===== config.mk =====
export PLATFORM = sky130hd
export DESIGN_NAME = tbsr_ctrl
export DESIGN_NICKNAME = d
export VERILOG_FILES = /design/src/core/tbsr_pkg.sv /design/src/core/tbsr_sync.sv /design/src/core/tbsr_ctrl.sv
export VERILOG_INCLUDE_DIRS = /design/src /design/src/core
export SDC_FILE = /design/constraint.sdc
export NUM_CORES = 1
export LEC_CHECK = 0
export ABC_CLOCK_PERIOD_IN_PS = 4900
export BUFFER_PORTS_ARGS = -buffer_cell sky130_fd_sc_hd__buf_2
export CAP_MARGIN = 40
export CORE_UTILIZATION = 65
export CTS_CLUSTER_DIAMETER = 40
export CTS_CLUSTER_SIZE = 24
export DETAILED_ROUTE_END_ITERATION = 16
export MAX_ROUTING_LAYER = met4
export PLACE_DENSITY = 0.85
export SYNTH_ARGS = -nofsm -noshare
export SYNTH_HDL_FRONTEND = slang
export SYNTH_HIERARCHICAL = 1
export SYNTH_SLANG_ARGS = --single-unit

===== constraint.sdc =====
create_clock -name clk -period 4.9 [get_ports clk]
set_input_delay 0.98 -clock clk [delete_from_list [all_inputs] [get_ports clk]]
set_output_delay 0.98 -clock clk [all_outputs]
set_load 0.02 [all_outputs]

===== src/core/tbsr_regs.svh =====
/*
 * Offsets, field positions, reset values and timing counts for the
 * time base and stop-recovery controller.
 * Assumes the 40 MHz system clock and a 32.768 kHz slow clock.
 */
`ifndef TBSR_REGS_SVH
`define TBSR_REGS_SVH

`define TBSR_OFS_TB 8'h06
`define TBSR_OFS_TICK 8'h07
`define TBSR_OFS_SMR 8'h0b
`define TBSR_OFS_WATCHDOG_MODE_REGISTER 8'h0f

`define TBSR_TB_SEL 1:0
`define TBSR_TB_RUN 2
`define TBSR_TB_CLK 3
`define TBSR_TB_CHIP 4
`define TBSR_SMR_DIV16 0
`define TBSR_SMR_DIV1 1
`define TBSR_SMR_SRC 4:2
`define TBSR_SMR_DLY 5
`define TBSR_SMR_POL 6
`define TBSR_SMR_WARM 7
`define TBSR_WD_ACT_STOP 3
`define TBSR_WD_RCSRC 4

`define TBSR_SMR_DLY_RST 1'h1
`define TBSR_SMR_POL_RST 1'h0
`define TBSR_WATCHDOG_MODE_REGISTER_RST 5'h0e
`define TBSR_WARM_VEC 12'h00c
`define TBSR_COLD_VEC 12'h000

`define TBSR_CLK_HZ 40000000
`define TBSR_SLOW_HZ 32768
`define TBSR_RST_DLY_US 5000
`define TBSR_RST_DLY_CYC (`TBSR_RST_DLY_US * (`TBSR_CLK_HZ / 1000000))
`define TBSR_QS_EDGES (`TBSR_SLOW_HZ / 4)
`define TBSR_POR_QS 6
`define TBSR_SW_EDGES 8'h80
`define TBSR_FAST_RC 27'h12
`define TBSR_WDT_RC 18'h200
`define TBSR_WATCHDOG_MODE_REGISTER_WIN 7'h40

`endif


===== src/core/tbsr_pkg.sv =====
/*
 * Types of the time base and stop-recovery controller.
 * Assumes tbsr_regs.svh carries all numbers.
 */
package tbsr_pkg;
  typedef enum logic [1:0] {
    TBSR_POR,
    TBSR_RUN,
    TBSR_STOP,
    TBSR_RECOV
  } tbsr_state_t;
endpackage


===== src/core/tbsr_sync.sv =====
/*
 * Two-flop synchroniser for asynchronous pin levels.
 * Assumes levels stay long enough to be seen on clk.
 */
`timescale 1ns/1ps
module tbsr_sync #(
  parameter int W = 1
) (
  input wire logic clk,
  input wire logic rst_n,
  input wire logic [W-1:0] d,
  output logic [W-1:0] q
);
  typedef struct packed {
    logic [W-1:0] a;
    logic [W-1:0] b;
  } tbsr_sync_t;

  tbsr_sync_t s;
  tbsr_sync_t next_s;

  always_comb begin
    next_s = s;
    next_s.a = d;
    next_s.b = s.a;
  end

  always_ff @(posedge clk or negedge rst_n) begin
    if (!rst_n) begin
      s <= '0;
    end else begin
      s <= next_s;
    end
  end

  assign q = s.b;
endmodule


===== src/core/tbsr_ctrl.sv =====
/*
 * Time base, core clock select, stop recovery, reset timing, watchdog.
 * Assumes core-side strobes are on clk; pins are asynchronous.
 */
// Operation
// - Time base expiry in stop: warm restart 000C
// - Running expiry sets tick request; ack/software clear
// - Period field picks quarter second to hour
// - Run bit stops, restarts, reads status
// - Clock source bit picks oscillator or slow
// - Cold source is parameter; warm keeps fields
// - Wait 128 slow edges before oscillator changeover
// - Glitch-free switch; bit changes when complete
// - Oscillator off unless selected; time base runs
// - Recovery source field selects wake input
// - Analog port3 lines never wake
// - Delay bit: 5 ms or 18 RC cycles
// - Polarity bit picks wake level, resets low
// - Warm flag set in stop, cold clears
// - Recovery register write-only except flag
// - Divide-by-one bit bypasses halving
// - Divide-by-16 prescaler for system clock
// - Oscillator cold start holds reset 5 ms
// - Slow cold start times from time base
// - Retriggerable watchdog one-shot resets core
// - Watchdog source: 5 ms or 512 RC
// - Chip-only select bit stored and output
// - Slow cold start holds 1.5 seconds
// - Watchdog mode writable 64 cycles only
`timescale 1ns/1ps
`include "tbsr_regs.svh"
module tbsr_ctrl #(
  parameter logic COLD_SLOW = 1'h0,
  parameter int RST_DLY = `TBSR_RST_DLY_CYC,
  parameter int QS_EDGES = `TBSR_QS_EDGES
) (
  input wire logic clk,
  input wire logic rst_n,
  input wire logic [7:0] addr,
  input wire logic [7:0] wdata,
  input wire logic wr,
  input wire logic rd,
  output logic [7:0] rdata,
  input wire logic slow_clk_in,
  input wire logic rc_clock_input,
  input wire logic port3_bit1,
  input wire logic port3_bit3,
  input wire logic [7:0] port2,
  input wire logic p31_analog,
  input wire logic p33_analog,
  input wire logic stop_mode,
  input wire logic wdt_instr,
  input wire logic irq_ack,
  output logic tick_interrupt_request,
  output logic core_reset_n,
  output logic [11:0] restart_addr,
  output logic core_clk_sel,
  output logic rc_osc_en,
  output logic sys_clk_en,
  output logic chip_only_select_bit
);
  typedef struct packed {
    tbsr_pkg::tbsr_state_t st;
    logic [1:0] tb_sel;
    logic tb_run;
    logic clk_src;
    logic clk_req;
    logic rc_en;
    logic chip_only;
    logic [26:0] tb_cnt;
    logic [7:0] sw_cnt;
    logic tick;
    logic div16;
    logic div1;
    logic [2:0] src;
    logic dly_long;
    logic pol;
    logic warm;
    logic [4:0] watchdog_mode_register;
    logic wdt_on;
    logic [17:0] wdt_cnt;
    logic [6:0] win_cnt;
    logic [26:0] dly;
    logic slow_q;
    logic rc_q;
    logic [4:0] pre_cnt;
    logic sys_en;
    logic rst_o;
    logic [11:0] vec;
    logic [7:0] rdata;
  } tbsr_ctrl_t;

  tbsr_ctrl_t s;
  tbsr_ctrl_t next_s;
  logic [12:0] pins;
  logic slow_edge;
  logic rc_edge;
  logic [26:0] interval;
  logic tb_exp;
  logic wake_lvl;
  logic wake_ok;
  logic wake_hit;
  logic wdt_tick;
  logic wdt_exp;
  logic wdt_live;
  logic [4:0] pre_last;
  logic wr_tb;
  logic wr_smr;

  // All pin levels cross into clk before any use
  tbsr_sync #(.W(13)) u_sync (
    .clk(clk),
    .rst_n(rst_n),
    .d({slow_clk_in, rc_clock_input, port3_bit1, port3_bit3, port2, 1'h0}),
    .q(pins)
  );

  assign slow_edge = pins[12] & ~s.slow_q;
  assign rc_edge = pins[11] & ~s.rc_q;
  assign wr_tb = wr && addr == `TBSR_OFS_TB;
  assign wr_smr = wr && addr == `TBSR_OFS_SMR;

  always_comb begin
    case (s.tb_sel)
      2'h0: interval = 27'(QS_EDGES);
      2'h1: interval = 27'(QS_EDGES * 4);
      2'h2: interval = 27'(QS_EDGES * 240);
      default: interval = 27'(QS_EDGES * 14400);
    endcase
  end

  assign tb_exp = s.tb_run && slow_edge && s.tb_cnt == interval - 27'h1;

  // Analog port3 lines are masked off as wake sources
  always_comb begin
    wake_lvl = 1'h0;
    wake_ok = 1'h1;
    case (s.src)
      3'h2: begin
        wake_lvl = pins[10];
        wake_ok = ~p31_analog;
      end
      3'h4: begin
        wake_lvl = pins[9];
        wake_ok = ~p33_analog;
      end
      3'h5: wake_lvl = pins[8];
      3'h6: wake_lvl = ~|pins[4:1];
      3'h7: wake_lvl = ~|pins[8:1];
      default: wake_ok = 1'h0;
    endcase
  end

  assign wake_hit = (wake_ok && wake_lvl == s.pol) || tb_exp;

  assign wdt_tick = s.watchdog_mode_register[`TBSR_WD_RCSRC] ? rc_edge : 1'h1;
  assign wdt_exp = s.watchdog_mode_register[`TBSR_WD_RCSRC] ? s.wdt_cnt == `TBSR_WDT_RC - 18'h1 :
                   s.wdt_cnt == 18'(RST_DLY - 1);
  assign wdt_live = s.wdt_on &&
                    (s.st == tbsr_pkg::TBSR_RUN ||
                     (s.st == tbsr_pkg::TBSR_STOP && s.watchdog_mode_register[`TBSR_WD_ACT_STOP]));
  // Terminal count of the prescaler: 1, 2, 16 or 32 clk per pulse
  assign pre_last = s.div16 ? (s.div1 ? 5'h0f : 5'h1f) : (s.div1 ? 5'h00 : 5'h01);

  always_comb begin
    next_s = s;
    next_s.slow_q = pins[12];
    next_s.rc_q = pins[11];
    next_s.rdata = 8'h00;
    next_s.sys_en = 1'h0;
    if (s.pre_cnt >= pre_last) begin
      next_s.pre_cnt = 5'h00;
      next_s.sys_en = 1'h1;
    end else begin
      next_s.pre_cnt = s.pre_cnt + 5'h01;
    end
    // Time base keeps counting whatever clocks the core
    if (s.tb_run && slow_edge) begin
      next_s.tb_cnt = tb_exp ? 27'h0 : s.tb_cnt + 27'h1;
    end
    if (s.clk_req && !s.clk_src) begin
      if (slow_edge) begin
        next_s.clk_src = 1'h1;
      end
    end else if (!s.clk_req && s.clk_src) begin
      if (slow_edge) begin
        next_s.sw_cnt = s.sw_cnt + 8'h01;
      end
      if (slow_edge && s.sw_cnt == `TBSR_SW_EDGES - 8'h01) begin
        next_s.clk_src = 1'h0;
        next_s.sw_cnt = 8'h00;
      end
    end else begin
      next_s.sw_cnt = 8'h00;
    end
    next_s.rc_en = ~next_s.clk_src | ~s.clk_req;
    // Set beats clear when both land together
    if (irq_ack || (wr && addr == `TBSR_OFS_TICK && !wdata[0])) begin
      next_s.tick = 1'h0;
    end
    if (tb_exp && s.st != tbsr_pkg::TBSR_STOP) begin
      next_s.tick = 1'h1;
    end
    if (wr_tb) begin
      next_s.tb_sel = wdata[`TBSR_TB_SEL];
      next_s.tb_run = wdata[`TBSR_TB_RUN];
      next_s.clk_req = wdata[`TBSR_TB_CLK];
      next_s.chip_only = wdata[`TBSR_TB_CHIP];
      if (wdata[`TBSR_TB_RUN]) begin
        next_s.tb_cnt = 27'h0;
      end
    end
    if (wr_smr) begin
      next_s.div16 = wdata[`TBSR_SMR_DIV16];
      next_s.div1 = wdata[`TBSR_SMR_DIV1];
      next_s.src = wdata[`TBSR_SMR_SRC];
      next_s.dly_long = wdata[`TBSR_SMR_DLY];
      next_s.pol = wdata[`TBSR_SMR_POL];
    end
    if (wr && addr == `TBSR_OFS_WATCHDOG_MODE_REGISTER && s.win_cnt < `TBSR_WATCHDOG_MODE_REGISTER_WIN) begin
      next_s.watchdog_mode_register = wdata[4:0];
    end
    if (s.st == tbsr_pkg::TBSR_RUN && s.sys_en && s.win_cnt < `TBSR_WATCHDOG_MODE_REGISTER_WIN) begin
      next_s.win_cnt = s.win_cnt + 7'h01;
    end
    if (rd) begin
      case (addr)
        `TBSR_OFS_TB: next_s.rdata = {3'h0, s.chip_only, s.clk_src, s.tb_run, s.tb_sel};
        `TBSR_OFS_TICK: next_s.rdata = {7'h00, s.tick};
        `TBSR_OFS_SMR: next_s.rdata = {s.warm, 7'h00};
        default: next_s.rdata = 8'h00;
      endcase
    end
    if (wdt_live && wdt_tick) begin
      next_s.wdt_cnt = s.wdt_cnt + 18'h1;
    end
    if (s.st == tbsr_pkg::TBSR_RUN && wdt_instr) begin
      next_s.wdt_on = 1'h1;
      next_s.wdt_cnt = 18'h0;
    end
    case (s.st)
      tbsr_pkg::TBSR_POR: begin
        if (COLD_SLOW) begin
          if (slow_edge) begin
            next_s.dly = s.dly + 27'h1;
          end
          if (s.dly == 27'(QS_EDGES * `TBSR_POR_QS)) begin
            next_s.rst_o = 1'h1;
            next_s.st = tbsr_pkg::TBSR_RUN;
          end
        end else begin
          next_s.dly = s.dly + 27'h1;
          if (s.dly == 27'(RST_DLY - 1)) begin
            next_s.rst_o = 1'h1;
            next_s.st = tbsr_pkg::TBSR_RUN;
          end
        end
      end
      tbsr_pkg::TBSR_RUN: begin
        if (wdt_live && wdt_tick && wdt_exp) begin
          next_s.warm = 1'h0;
          next_s.vec = `TBSR_COLD_VEC;
          next_s.st = tbsr_pkg::TBSR_RECOV;
        end else if (stop_mode) begin
          next_s.warm = 1'h1;
          next_s.st = tbsr_pkg::TBSR_STOP;
        end
      end
      tbsr_pkg::TBSR_STOP: begin
        // Register fields are left alone on warm start
        if (wake_hit || (wdt_live && wdt_tick && wdt_exp)) begin
          next_s.vec = `TBSR_WARM_VEC;
          next_s.st = tbsr_pkg::TBSR_RECOV;
        end
      end
      tbsr_pkg::TBSR_RECOV: begin
        if (s.dly_long || rc_edge) begin
          next_s.dly = s.dly + 27'h1;
        end
        if (s.dly_long ? s.dly == 27'(RST_DLY - 1) : s.dly == `TBSR_FAST_RC) begin
          next_s.rst_o = 1'h1;
          next_s.st = tbsr_pkg::TBSR_RUN;
        end
      end
      default: next_s.st = tbsr_pkg::TBSR_POR;
    endcase
    if (next_s.st != s.st) begin
      next_s.dly = 27'h0;
      if (next_s.st == tbsr_pkg::TBSR_RECOV) begin
        next_s.rst_o = 1'h0;
        next_s.wdt_on = 1'h0;
        next_s.wdt_cnt = 18'h0;
      end
      if (next_s.st == tbsr_pkg::TBSR_RUN) begin
        next_s.win_cnt = 7'h00;
      end
    end
  end

  always_ff @(posedge clk or negedge rst_n) begin
    if (!rst_n) begin
      s <= '0;
      s.st <= tbsr_pkg::TBSR_POR;
      s.clk_src <= COLD_SLOW;
      s.clk_req <= COLD_SLOW;
      s.rc_en <= ~COLD_SLOW;
      s.dly_long <= `TBSR_SMR_DLY_RST;
      s.pol <= `TBSR_SMR_POL_RST;
      s.watchdog_mode_register <= `TBSR_WATCHDOG_MODE_REGISTER_RST;
    end else begin
      s <= next_s;
    end
  end

  assign rdata = s.rdata;
  assign tick_interrupt_request = s.tick;
  assign core_reset_n = s.rst_o;
  assign restart_addr = s.vec;
  assign core_clk_sel = s.clk_src;
  assign rc_osc_en = s.rc_en;
  assign sys_clk_en = s.sys_en;
  assign chip_only_select_bit = s.chip_only;
endmodule


# Word-level counts from Yosys, hierarchy flattened
# Index checks and enable logic that the tools add are counted.
[classes]
n_lt_le_gt_ge = 2
n_reduce_logical = 43
eq_ne = 29
muxes = 50
n_addsub = 7
n_bitwise = 10
[op_table]
columns = ["operator", "count"]
rows = [
  ["$mux 27", 5],
  ["$pmux 27 s3", 1],
  ["$add 27x1->27 const B", 2],
  ["$pmux 27 s2", 1],
  ["$mux 53", 1],
  ["$mux 19", 2],
  ["$mux 8", 4],
  ["$eq 27x18->1 const B", 1],
  ["$eq 27x27->1", 1],
  ["$eq 27x5->1 const B", 1],
  ["$sub 27x1->27 const B", 1],
  ["$mux 12", 2],
  ["$pmux 12 s2", 1],
  ["$pmux 8 s3", 1],
  ["$logic_and 1x1->1", 20],
  ["$add 18x1->18 const B", 1],
  ["$eq 18x18->1 const B", 1],
  ["$eq 18x9->1 const B", 1],
  ["$mux 18", 1],
  ["$mux 1", 17],
  ["$eq 8x3->1 const B", 2],
  ["$eq 8x4->1 const B", 2],
  ["$mux 5", 3],
  ["$mux 7", 2],
  ["other kinds (34)", 67],
]
[totals]
regBits = 164
in_bits = 37
output_inout_bits = 26

# Logic depth before layout (Yosys ltp)
# Gate-level depths: netlist of the first run.
[depth]
depth_word = 12
ltp_mapped = 11

# Cells and area by module
# Netlist of the first run, hierarchy kept.
[modules_own_cells]
columns = ["mod", "cells_each", "area_each_um2", "n_inst", "seq_area_each_um2"]
rows = [
  ["tbsr_ctrl", 705, 6961.7, 1, 3106.7],
  ["tbsr_sync", 26, 650.6, 1, 650.6],
]

# Worst setup path before layout of the first run
# No wires, ideal clock.
[synth_path]
kind = "input-to-reg"
start = "in addr[5]"
end = "reg s[117] (netlist bit)"
cell_stages = 7
n_path_buf = 1
t_arrival_ns = 2.756
setup_ns = 0.132
setup_slack_ns = 2.012
path_cell_list = "nor4_1 nand2_1 nor4_1 nand2_1 o41ai_2 clkbuf_1 nor2_1"
[synth_lines]
columns = ["element", "line_no", "text"]
rows = [
  ["from (decl)", "tbsr_ctrl.sv:39", "input wire logic [7:0] addr,"],
  ["to (signal assigned)", "tbsr_ctrl.sv:311", "s <= next_s;"],
  ["to (decl)", "tbsr_ctrl.sv:93", "tbsr_ctrl_t s;"],
]

==> results of run 1 <==
path summary, 6_finish.rpt:
kind / startpoint / endpoint / slack [ps] / cells after the start
min in group asynchronous: rst_n / s[54]$_DFFE_PN0P_ / 420 / 1
max: s[139]$_DFF_PN0_ / s[79]$_DFF_PN0_ / 1160 / 10
max reg2reg: s[139]$_DFF_PN0_ / s[79]$_DFF_PN0_ / 1160 / 10
max in group asynchronous: rst_n / s[85]$_DFFE_PN1P_ / 3390 / 3
min reg2reg: u_sync/next_s[6]$_DFF_PN0_ / u_sync/q[6]$_DFF_PN0_ / 350 / 0
min: u_sync/next_s[6]$_DFF_PN0_ / u_sync/q[6]$_DFF_PN0_ / 350 / 0
cells in the final DEF, fill, tap and decap left out, types with 5 or more instances in the layout:
master	instances
nand4_1	16
nand2b_1	8
mux2i_1	5
nor4_1	13
nor2_1	68
inv_1	26
nor2b_1	7
xnor2_1	38
dfrtp_1	145
buf_4	6
nor3_1	16
clkbuf_16	17
ha_1	19
inv_6	7
a21oi_2	17
nand2_1	64
mux2_2	13
nand3_1	32
conb_1	12
a21oi_1	22
nor2_2	25
xor2_1	42
o21ai_0	13
buf_2	48
or3_1	7
and3_1	11
power by group:
| part | switching (W) | leakage [nW] | total [W] | internal [W] |
|---|---|---|---|---|
| Sequential | 0.000209 | 1.84 | 0.00160 | 0.00139 |
| Clock | 0.000565 | 0.269 | 0.00123 | 0.000668 |
| Combinational | 0.000267 | 1.53 | 0.000482 | 0.000215 |
critical path, stage by stage (launching register included):
cell	delay [ps]
dfrtp_1	440
inv_1	150
ha_1	540
a21o_1	190
o211ai_2	170
nor4_1	620
or3b_1	270
o31ai_2	120
o311ai_4	310
buf_4	580
a221oi_1	170
final cells by class:
class                           count  area (um^2)  share of cell area, %
Sequential cell                   148         3710                   44.0
Multi-Input combinational cell    533         3560                   42.3
Clock buffer                       17          425                   5.04
Timing Repair Buffer               56          324                   3.84
Tap cell                          143          179                   2.12
Clock inverter                     15          136                   1.62
Inverter                           26         97.6                   1.16
flip-flops by register name, indices dropped and copies added, names as in the netlist:
register	cells
restart_addr	1
rdata	6
sys_clk_en	1
core_clk_sel	1
u_sync/q	12
s	111
tick_interrupt_request	1
core_reset_n	1
u_sync/next_s	12
rc_osc_en	1
chip_only_select_bit	1
metrics by stage:
| stage | cells | instance area [um^2] |
|---|---|---|
| floorplan | 740 | 7600 |
| global placement | 905 | 7850 |
| detailed placement | 906 | 7870 |
| CTS | 938 | 8430 |
| global route | 938 | 8430 |
| finish | 938 | 8430 |
routing by layer:
layer | vias to the layer above | GRT usage [%] | share of wire [%]
met5 | - | - | 0
met4 | 0 | 10.7 | 2.0
met3 | 31 | 7.11 | 4.5
met2 | 154 | 45.4 | 50
met1 | 2729 | 35.4 | 43
li1 | 2620 | - | -
==> impl_metrics.toml, run 1 <==
[outcome]
outcome = "finished, final reports clean"

[logic_synthesis]
yosysWarnings = 6
syn_area_mm2 = 0.00756
syn_inst = 729
avgSynthCellArea_um2 = 10.4

[cells_and_area]
area_growth_pct = 11.5
n_antenna_cell = 0
layout.nets = 838
fill_cells = 756
fin_util_pct = 74.2
drive_above_1_share_pct = 21.0

[sta]
fin_skew_ps = 11.3
final-hold-violation-count = 0
hold_ws_ps = 348
fin_tns_setup_ps = 0
max_freq_mhz = 267
fin_ws_ps = 1160
fin_crit_ps = 3740
finalCritPeriodShare_pct = 76.4
slew_headroom_pct = 52.9
rsz0062_at_grt = "false"
worst_pin_slew_ps = 696
timing.final.max_slew_violations = 0
setup_viol = 0

[worst_setup_path]
worst_ep_arrival_time_ps = 4010
path_class = "register to register"
cp_max_fo = 40
startpoint_type = "register"
end_kind = "register"
worstPathRequired_ps = 5160

[drt]
wirelength_um = 15400
drt_iter0_markers = 394
wl_per_cell_um = 16.4
drt-pass1-iter-count = 5
drc = 0
num_vias = 5534
viasPerCell = 5.90
ant_nets = 0

[grt]
grt_use_total_pct = 28.5
antenna_found_initial = 0
first_global_vias = 5425
grt_max_degree = 74
grt_overflow_total = 0
grt_pass1_wl_um = 25200

[job]
maxCapViolations = 0

[cts]
cts_resized = 0
cts.hold.buffers_added = 0
max-clock-path-buffers = 2
h-tree-depth = 4
post-cts-setup-buffers = 0
cts.reportedPaths.clkPinSlew_ps = 60
numCtsBuffers = 17
root_buffer = "clkbuf_16"
clock_latency_ps = 430
cts_tree = "built"
cts_sinks = 148

[pwr]
power_w = 0.00332
power_per_cell_area_mw_per_mm2 = 393
p_leak_nw = 3.64
peakVddDrop_mv = 0.493

[placement]
hpwlAfterDp_um = 10700
port_buffers = 49
place_ws_ps = 1310
gp_congestion = 0.874

[floorplanning]
num_rows = 39
die_y_um = 110
die-area_mm2 = 0.0121
io-pin-count = 63
start_util_pct = 66.5
dieWidth_um = 110
fp.coreArea_mm2 = 0.0114

[min_path]
hp-class = "register to register"
Power figures use the tool's default switching activity.
==> inputs of run 2 (changes only) <==
--- a/config.mk
+++ b/config.mk
@@ -6,15 +6,15 @@
 export SDC_FILE = /design/constraint.sdc
 export NUM_CORES = 1
 export LEC_CHECK = 0
-export ABC_CLOCK_PERIOD_IN_PS = 4900
+export ABC_CLOCK_PERIOD_IN_PS = 3200
 export BUFFER_PORTS_ARGS = -buffer_cell sky130_fd_sc_hd__buf_2
 export CAP_MARGIN = 40
-export CORE_UTILIZATION = 65
+export CORE_UTILIZATION = 54
 export CTS_CLUSTER_DIAMETER = 40
 export CTS_CLUSTER_SIZE = 24
 export DETAILED_ROUTE_END_ITERATION = 16
 export MAX_ROUTING_LAYER = met4
-export PLACE_DENSITY = 0.85
+export PLACE_DENSITY = 0.75
 export SYNTH_ARGS = -nofsm -noshare
 export SYNTH_HDL_FRONTEND = slang
 export SYNTH_HIERARCHICAL = 1
==> constraint.sdc (replaced) <==
create_clock -name clk -period 3.2 [get_ports clk]
set_input_delay 0.64 -clock clk [delete_from_list [all_inputs] [get_ports clk]]
set_output_delay 0.64 -clock clk [all_outputs]
set_load 0.02 [all_outputs]
==> run 2 against run 1 <==
Sequential power increased by 53%. Core utilization shrank 9.1 points. Final cell count is 6.0% higher. Hold slack worse by 95 ps. Critical path depth grew 2. Register-to-register slack lost 1100 ps. Combinational power is 55% higher. Clock power increased by 69%. Clock skew fell by 0.96 ps. Largest power group unchanged. Global-route usage down 4.1 points.
==> impl_metrics.toml, run 2 (same netlist as run 1, synthesis figures left out) <==
[drt]
num_vias = 5659
viasPerCell = 5.69
wirelength_um = 16200
wl_per_cell_um = 16.3
drc = 0
drt_iter0_markers = 278
ant_nets = 0
drt-pass1-iter-count = 4

[cts]
root_buffer = "clkbuf_16"
clock_latency_ps = 430
cts_sinks = 148
numCtsBuffers = 17
max-clock-path-buffers = 2
cts.reportedPaths.clkPinSlew_ps = 70
cts_tree = "built"
h-tree-depth = 4
cts.hold.buffers_added = 0

[grt]
antenna_found_initial = 3
grt_max_degree = 87
grt_overflow_total = 0
grt_use_total_pct = 24.4
grt_pass1_wl_um = 26900
first_global_vias = 5697

[floorplanning]
fp.coreArea_mm2 = 0.0135
start_util_pct = 56.2
num_rows = 42
die-area_mm2 = 0.0145
io-pin-count = 63
die_y_um = 120
dieWidth_um = 120

[sta]
fin_skew_ps = 10.3
timing.final.max_slew_violations = 0
max_freq_mhz = 319
worst_pin_slew_ps = 776
setup_viol = 0
fin_crit_ps = 3130
finalCritPeriodShare_pct = 97.9
fin_tns_setup_ps = 0
rsz0062_at_grt = "true"
slew_headroom_pct = 48.2
final-hold-violation-count = 0
fin_ws_ps = 68.6

[min_path]
hp-class = "input port to asynchronous set/reset pin"

[cells_and_area]
layout.nets = 858
fin_util_pct = 65.0
largest_register_ffs = 111
area_growth_pct = 15.7
mostFrequentLayoutCell = "dfrtp_1"
regMostFlops = "s"
drive_above_1_share_pct = 23.4
final_cell_mix = "dfrtp_1, nor2_1, nand2_1, buf_2, xor2_1"

[worst_setup_path]
worst_ep_arrival_time_ps = 3430
cp_top_family = "compound AO/OA/AOI/OAI gates"
max_stage_delay_ps = 440
path_class = "register to register"
cp_max_fo = 19
end_kind = "register"
cp_cell_sequence = "or2_1 > ha_1 > xor2_1 > o2111ai_1 > a311o_2 > nor4_4 > buf_4 > o31ai_4 > o311ai_4 > buf_6 > buf_12 > a221oi_1"
rrSetupSlack_ps = 70
path_buf_inv = 3
critPathSlowestCell = "a311o_2"
worstPathRequired_ps = 3500
startpoint_type = "register"

[placement]
gp_congestion = 0.864
place_ws_ps = 143
port_buffers = 49
hpwlAfterDp_um = 11200

[job]
maxCapViolations = 0

[outcome]
outcome = "finished, final reports clean"

[pwr]
power_per_cell_area_mw_per_mm2 = 603
peakVddDrop_mv = 0.415
p_leak_nw = 3.79
run 2: cell types whose count changed in the layout (fill, tap and decap cells not counted), moves of 2 or more:
cell,before,now
dfrtp_2,0,2
diode_2,0,3
inv_8,2,0
clkinv_4,1,4
bufinv_16,0,3
buf_12,0,2
dfrtp_1,145,143
buf_4,6,22
clkinvlp_4,3,0
run 2: where the power goes:
part | switching, W | internal (W) | total, W
clock network | 0.000837 | 0.00125 | 0.00208
logic | 0.000414 | 0.000335 | 0.000749
registers | 0.000314 | 0.00213 | 0.00245
run 2: what timing repair did:
item | CTS | global route
endpoints found under the setup margin | 0 | 28
hold endpoints to repair | 0 | 0
resized for setup | 0 | 9
setup buffers | 0 | 7
run 2: metrics by stage:
| step | hold slack, ps | total power [W] | area, um^2 | std cells |
|---|---|---|---|---|
| final | 253 | 0.00528 | 8750 | 994 |
| after global routing | 293 | 0.00554 | 8750 | 994 |
| after CTS | 297 | 0.00530 | 8630 | 983 |
| after detailed placement | 336 | 0.00321 | 8010 | 951 |
| after global placement | 334 | 0.00315 | 8010 | 951 |
| after floorplan | 331 | 0.00296 | 7600 | 740 |
run 2: worst register-to-register path, delay by kind of cell (launching register included):
| kind | cells | cell delay (ps) |
|---|---|---|
| and+or+nand+nor | 2 | 560 |
| AOI/OAI and AO/OA | 5 | 1050 |
| DFF | 1 | 430 |
| xor gates and xnor gates | 1 | 130 |
| buffers and inverters | 3 | 520 |
| adders and majority gates | 1 | 320 |
run 2: final timing paths:
path                                                to                        from  depth (start not counted)
max in group asynchronous           s[136]$_DFFE_PN0P_                       rst_n                          2
max                                    s[64]$_DFF_PN0_          s[137]$_DFFE_PN0P_                         12
max reg2reg                            s[64]$_DFF_PN0_          s[137]$_DFFE_PN0P_                         12
min                                    s[80]$_DFF_PN0_                       rst_n                          1
min reg2reg                      u_sync/q[3]$_DFF_PN0_  u_sync/next_s[3]$_DFF_PN0_                          0
min in group clk           u_sync/next_s[12]$_DFF_PN0_                 slow_clk_in                          1
run 2: routing by layer:
metal	GRT usage [%]	vias up	share of wire, %
met5	-	-	0
met4	12.0	0	2.8
met3	5.80	40	3.7
met2	38.1	149	50
met1	30.0	2800	43
li1	-	2670	-
run 2: layout make-up:
cell class | count | area, um^2
clock buffer | 17 | 425
multi-input combinational | 533 | 3590
fill | 1047 | 4700
clock inverter | 15 | 191
inverter | 26 | 97.6
antenna | 3 | 7.51
tap | 176 | 220
timing repair buffer | 76 | 508
sequential | 148 | 3710
==> inputs of run 3 (changes only) <==
--- a/config.mk
+++ b/config.mk
@@ -7,12 +7,12 @@
 export NUM_CORES = 1
 export LEC_CHECK = 0
 export ABC_CLOCK_PERIOD_IN_PS = 3200
-export BUFFER_PORTS_ARGS = -buffer_cell sky130_fd_sc_hd__buf_2
 export CAP_MARGIN = 40
-export CORE_UTILIZATION = 54
+export CORE_UTILIZATION = 58
 export CTS_CLUSTER_DIAMETER = 40
 export CTS_CLUSTER_SIZE = 24
 export DETAILED_ROUTE_END_ITERATION = 16
+export DONT_BUFFER_PORTS = 1
 export MAX_ROUTING_LAYER = met4
 export PLACE_DENSITY = 0.75
 export SYNTH_ARGS = -nofsm -noshare
==> run 3 against run 2 <==
The flow now finishes with violations (hold timing). Sequential power is essentially flat. Via count decreased by 5.0%. Sequential share of layout area is 1.7 points higher. Core utilization grew 1.3 points. Register-to-register slack improved by 60 ps. Critical path type unchanged.
==> impl_metrics.toml, run 3 (same netlist as run 1, synthesis figures left out) <==
[drt]
viasPerCell = 5.77
drc = 0
wl_met3_um = 839
m1WireLength_um = 6730
wl_per_cell_um = 16.9
num_vias = 5375
ant_nets = 0
drt_iter0_markers = 309
wirelength_um = 15700
drt-pass1-iter-count = 5
top_layer_used = "met4"
wl_met2_um = 7970

[worst_setup_path]
rr_endpoint = "s[64]$_DFF_PN0_"
max_stage_delay_ps = 490
cp_cell_sequence = "or2_1 > ha_1 > xor2_1 > o2111ai_1 > a311o_1 > nor4_4 > o31ai_4 > o311ai_4 > buf_4 > buf_12 > a221oi_1"
path_buf_inv = 2
startpoint_type = "register"
crit_path_end = "s[64]$_DFF_PN0_"
r2r_start = "s[136]$_DFFE_PN0P_"
cp_top_family = "compound AO/OA/AOI/OAI gates"
cp.depth = 11
r2r_cells = 11
critPathSlowestCell = "dfrtp_1"
worstPathRequired_ps = 3490
timing.critical_path.from = "s[136]$_DFFE_PN0P_"
cp_max_fo = 19
rrSetupSlack_ps = 130
end_kind = "register"
worst_ep_arrival_time_ps = 3370
path_class = "register to register"

[outcome]
outcome = "finished with violations"
violations = "hold timing"

[sta]
fin_skew_ps = 9.82
fin_tns_setup_ps = 0
slew_headroom_pct = 59.6
timing.final.max_slew_violations = 0
fin_crit_ps = 3070
finalCritPeriodShare_pct = 96.1
final-hold-violation-count = 145
worst_pin_slew_ps = 601
hold_ws_ps = -97.7
setup_viol = 0
rsz0062_at_grt = "true"
max_freq_mhz = 325

[floorplanning]
io-pin-count = 63
fp.coreArea_mm2 = 0.0127
start_util_pct = 59.7
num_rows = 41
die_y_um = 116
dieWidth_um = 116
die-area_mm2 = 0.0135

[grt]
grt_use_total_pct = 26.0
grt_overflow_total = 0
antenna_found_initial = 0
grt_pass1_wl_um = 25800
grt_max_degree = 149
first_global_vias = 5348

[placement]
port_buffers = 0
gp_congestion = 0.845
hpwlAfterDp_um = 10700

[pwr]
power_per_cell_area_mw_per_mm2 = 616
peakVddDrop_mv = 0.790
p_leak_nw = 3.53

[cts]
h-tree-depth = 4
root_buffer = "clkbuf_16"
numCtsBuffers = 17
cts_tree = "built"
cts.reportedPaths.clkPinSlew_ps = 60
cts_sinks = 148
max-clock-path-buffers = 2
clock_latency_ps = 430

[cells_and_area]
layout.nets = 802
mostFrequentLayoutCell = "dfrtp_1"
area_growth_pct = 11.1
drive_above_1_share_pct = 17.3
regMostFlops = "s"
n_antenna_cell = 0
largest_register_ffs = 111
final_cell_mix = "dfrtp_1, nor2_1, nand2_1, xor2_1, xnor2_1"

[min_path]
hp-class = "input port to asynchronous set/reset pin"

[job]
maxCapViolations = 0
run 3: changes by cell type in the layout (fill, tap and decap cells not counted), moves of 2 or more:
cell | before | now
diode_2 | 3 | 0
dfrtp_1 | 143 | 145
buf_4 | 22 | 16
buf_2 | 48 | 0
inv_8 | 0 | 4
clkinv_4 | 4 | 2
inv_6 | 7 | 4
clkinvlp_4 | 0 | 2
dfrtp_2 | 2 | 0
run 3: how the worst min path moves through the flow:
stage / end / depth (start not counted) / slack (ps)
finish: s[54]$_DFFE_PN0P_ / 0 / -100
global route: s[54]$_DFFE_PN0P_ / 0 / -120
CTS: s[121]$_DFF_PN0_ / 0 / -110
detailed placement: u_sync/q[10]$_DFF_PN0_ / 0 / 330
global placement: u_sync/q[5]$_DFF_PN0_ / 0 / 330
floorplan: u_sync/q[10]$_DFF_PN0_ / 0 / 330
run 3: area by class of cell:
type | count | area [um^2]
sequential | 148 | 3710
clock buffer | 17 | 425
clock inverter | 15 | 189
fill | 971 | 4270
inverter | 26 | 97.6
tap | 172 | 215
multi-input combinational | 533 | 3570
timing repair buffer | 20 | 196
run 3: stage by stage:
step	area [um^2]	util [%]	std cells	total power [W]	setup WS, ps
2_1_floorplan	7600	-	740	0.00296	348
3_3_place_gp	7740	61.1	896	0.00307	290
3_5_place_dp	7740	61.1	896	0.00313	199
4_1_cts	8350	65.9	928	0.00521	153
5_1_grt	8400	66.3	931	0.00541	-45.1
6_report	8400	66.3	931	0.00517	126
run 3: power by group:
part	internal, W	total (W)	switching [W]	leakage (nW)
Clock	0.00119	0.00205	0.000868	0.296
Sequential	0.00213	0.00247	0.000341	1.84
Combinational	0.000303	0.000646	0.000342	1.40
run 3: repair_timing:
item	4_1_cts	5_1_grt
resized for setup	0	2
hold endpoints to repair	145	145
endpoints found under the setup margin	0	10
buffers inserted	0	2
run 3: per-layer routing:
layer  global-route usage, %  vias up
li1                        -     2546
met1                    31.0     2686
met2                    42.3      126
met3                    7.89       17
met4                    8.38        0
met5                       -        -
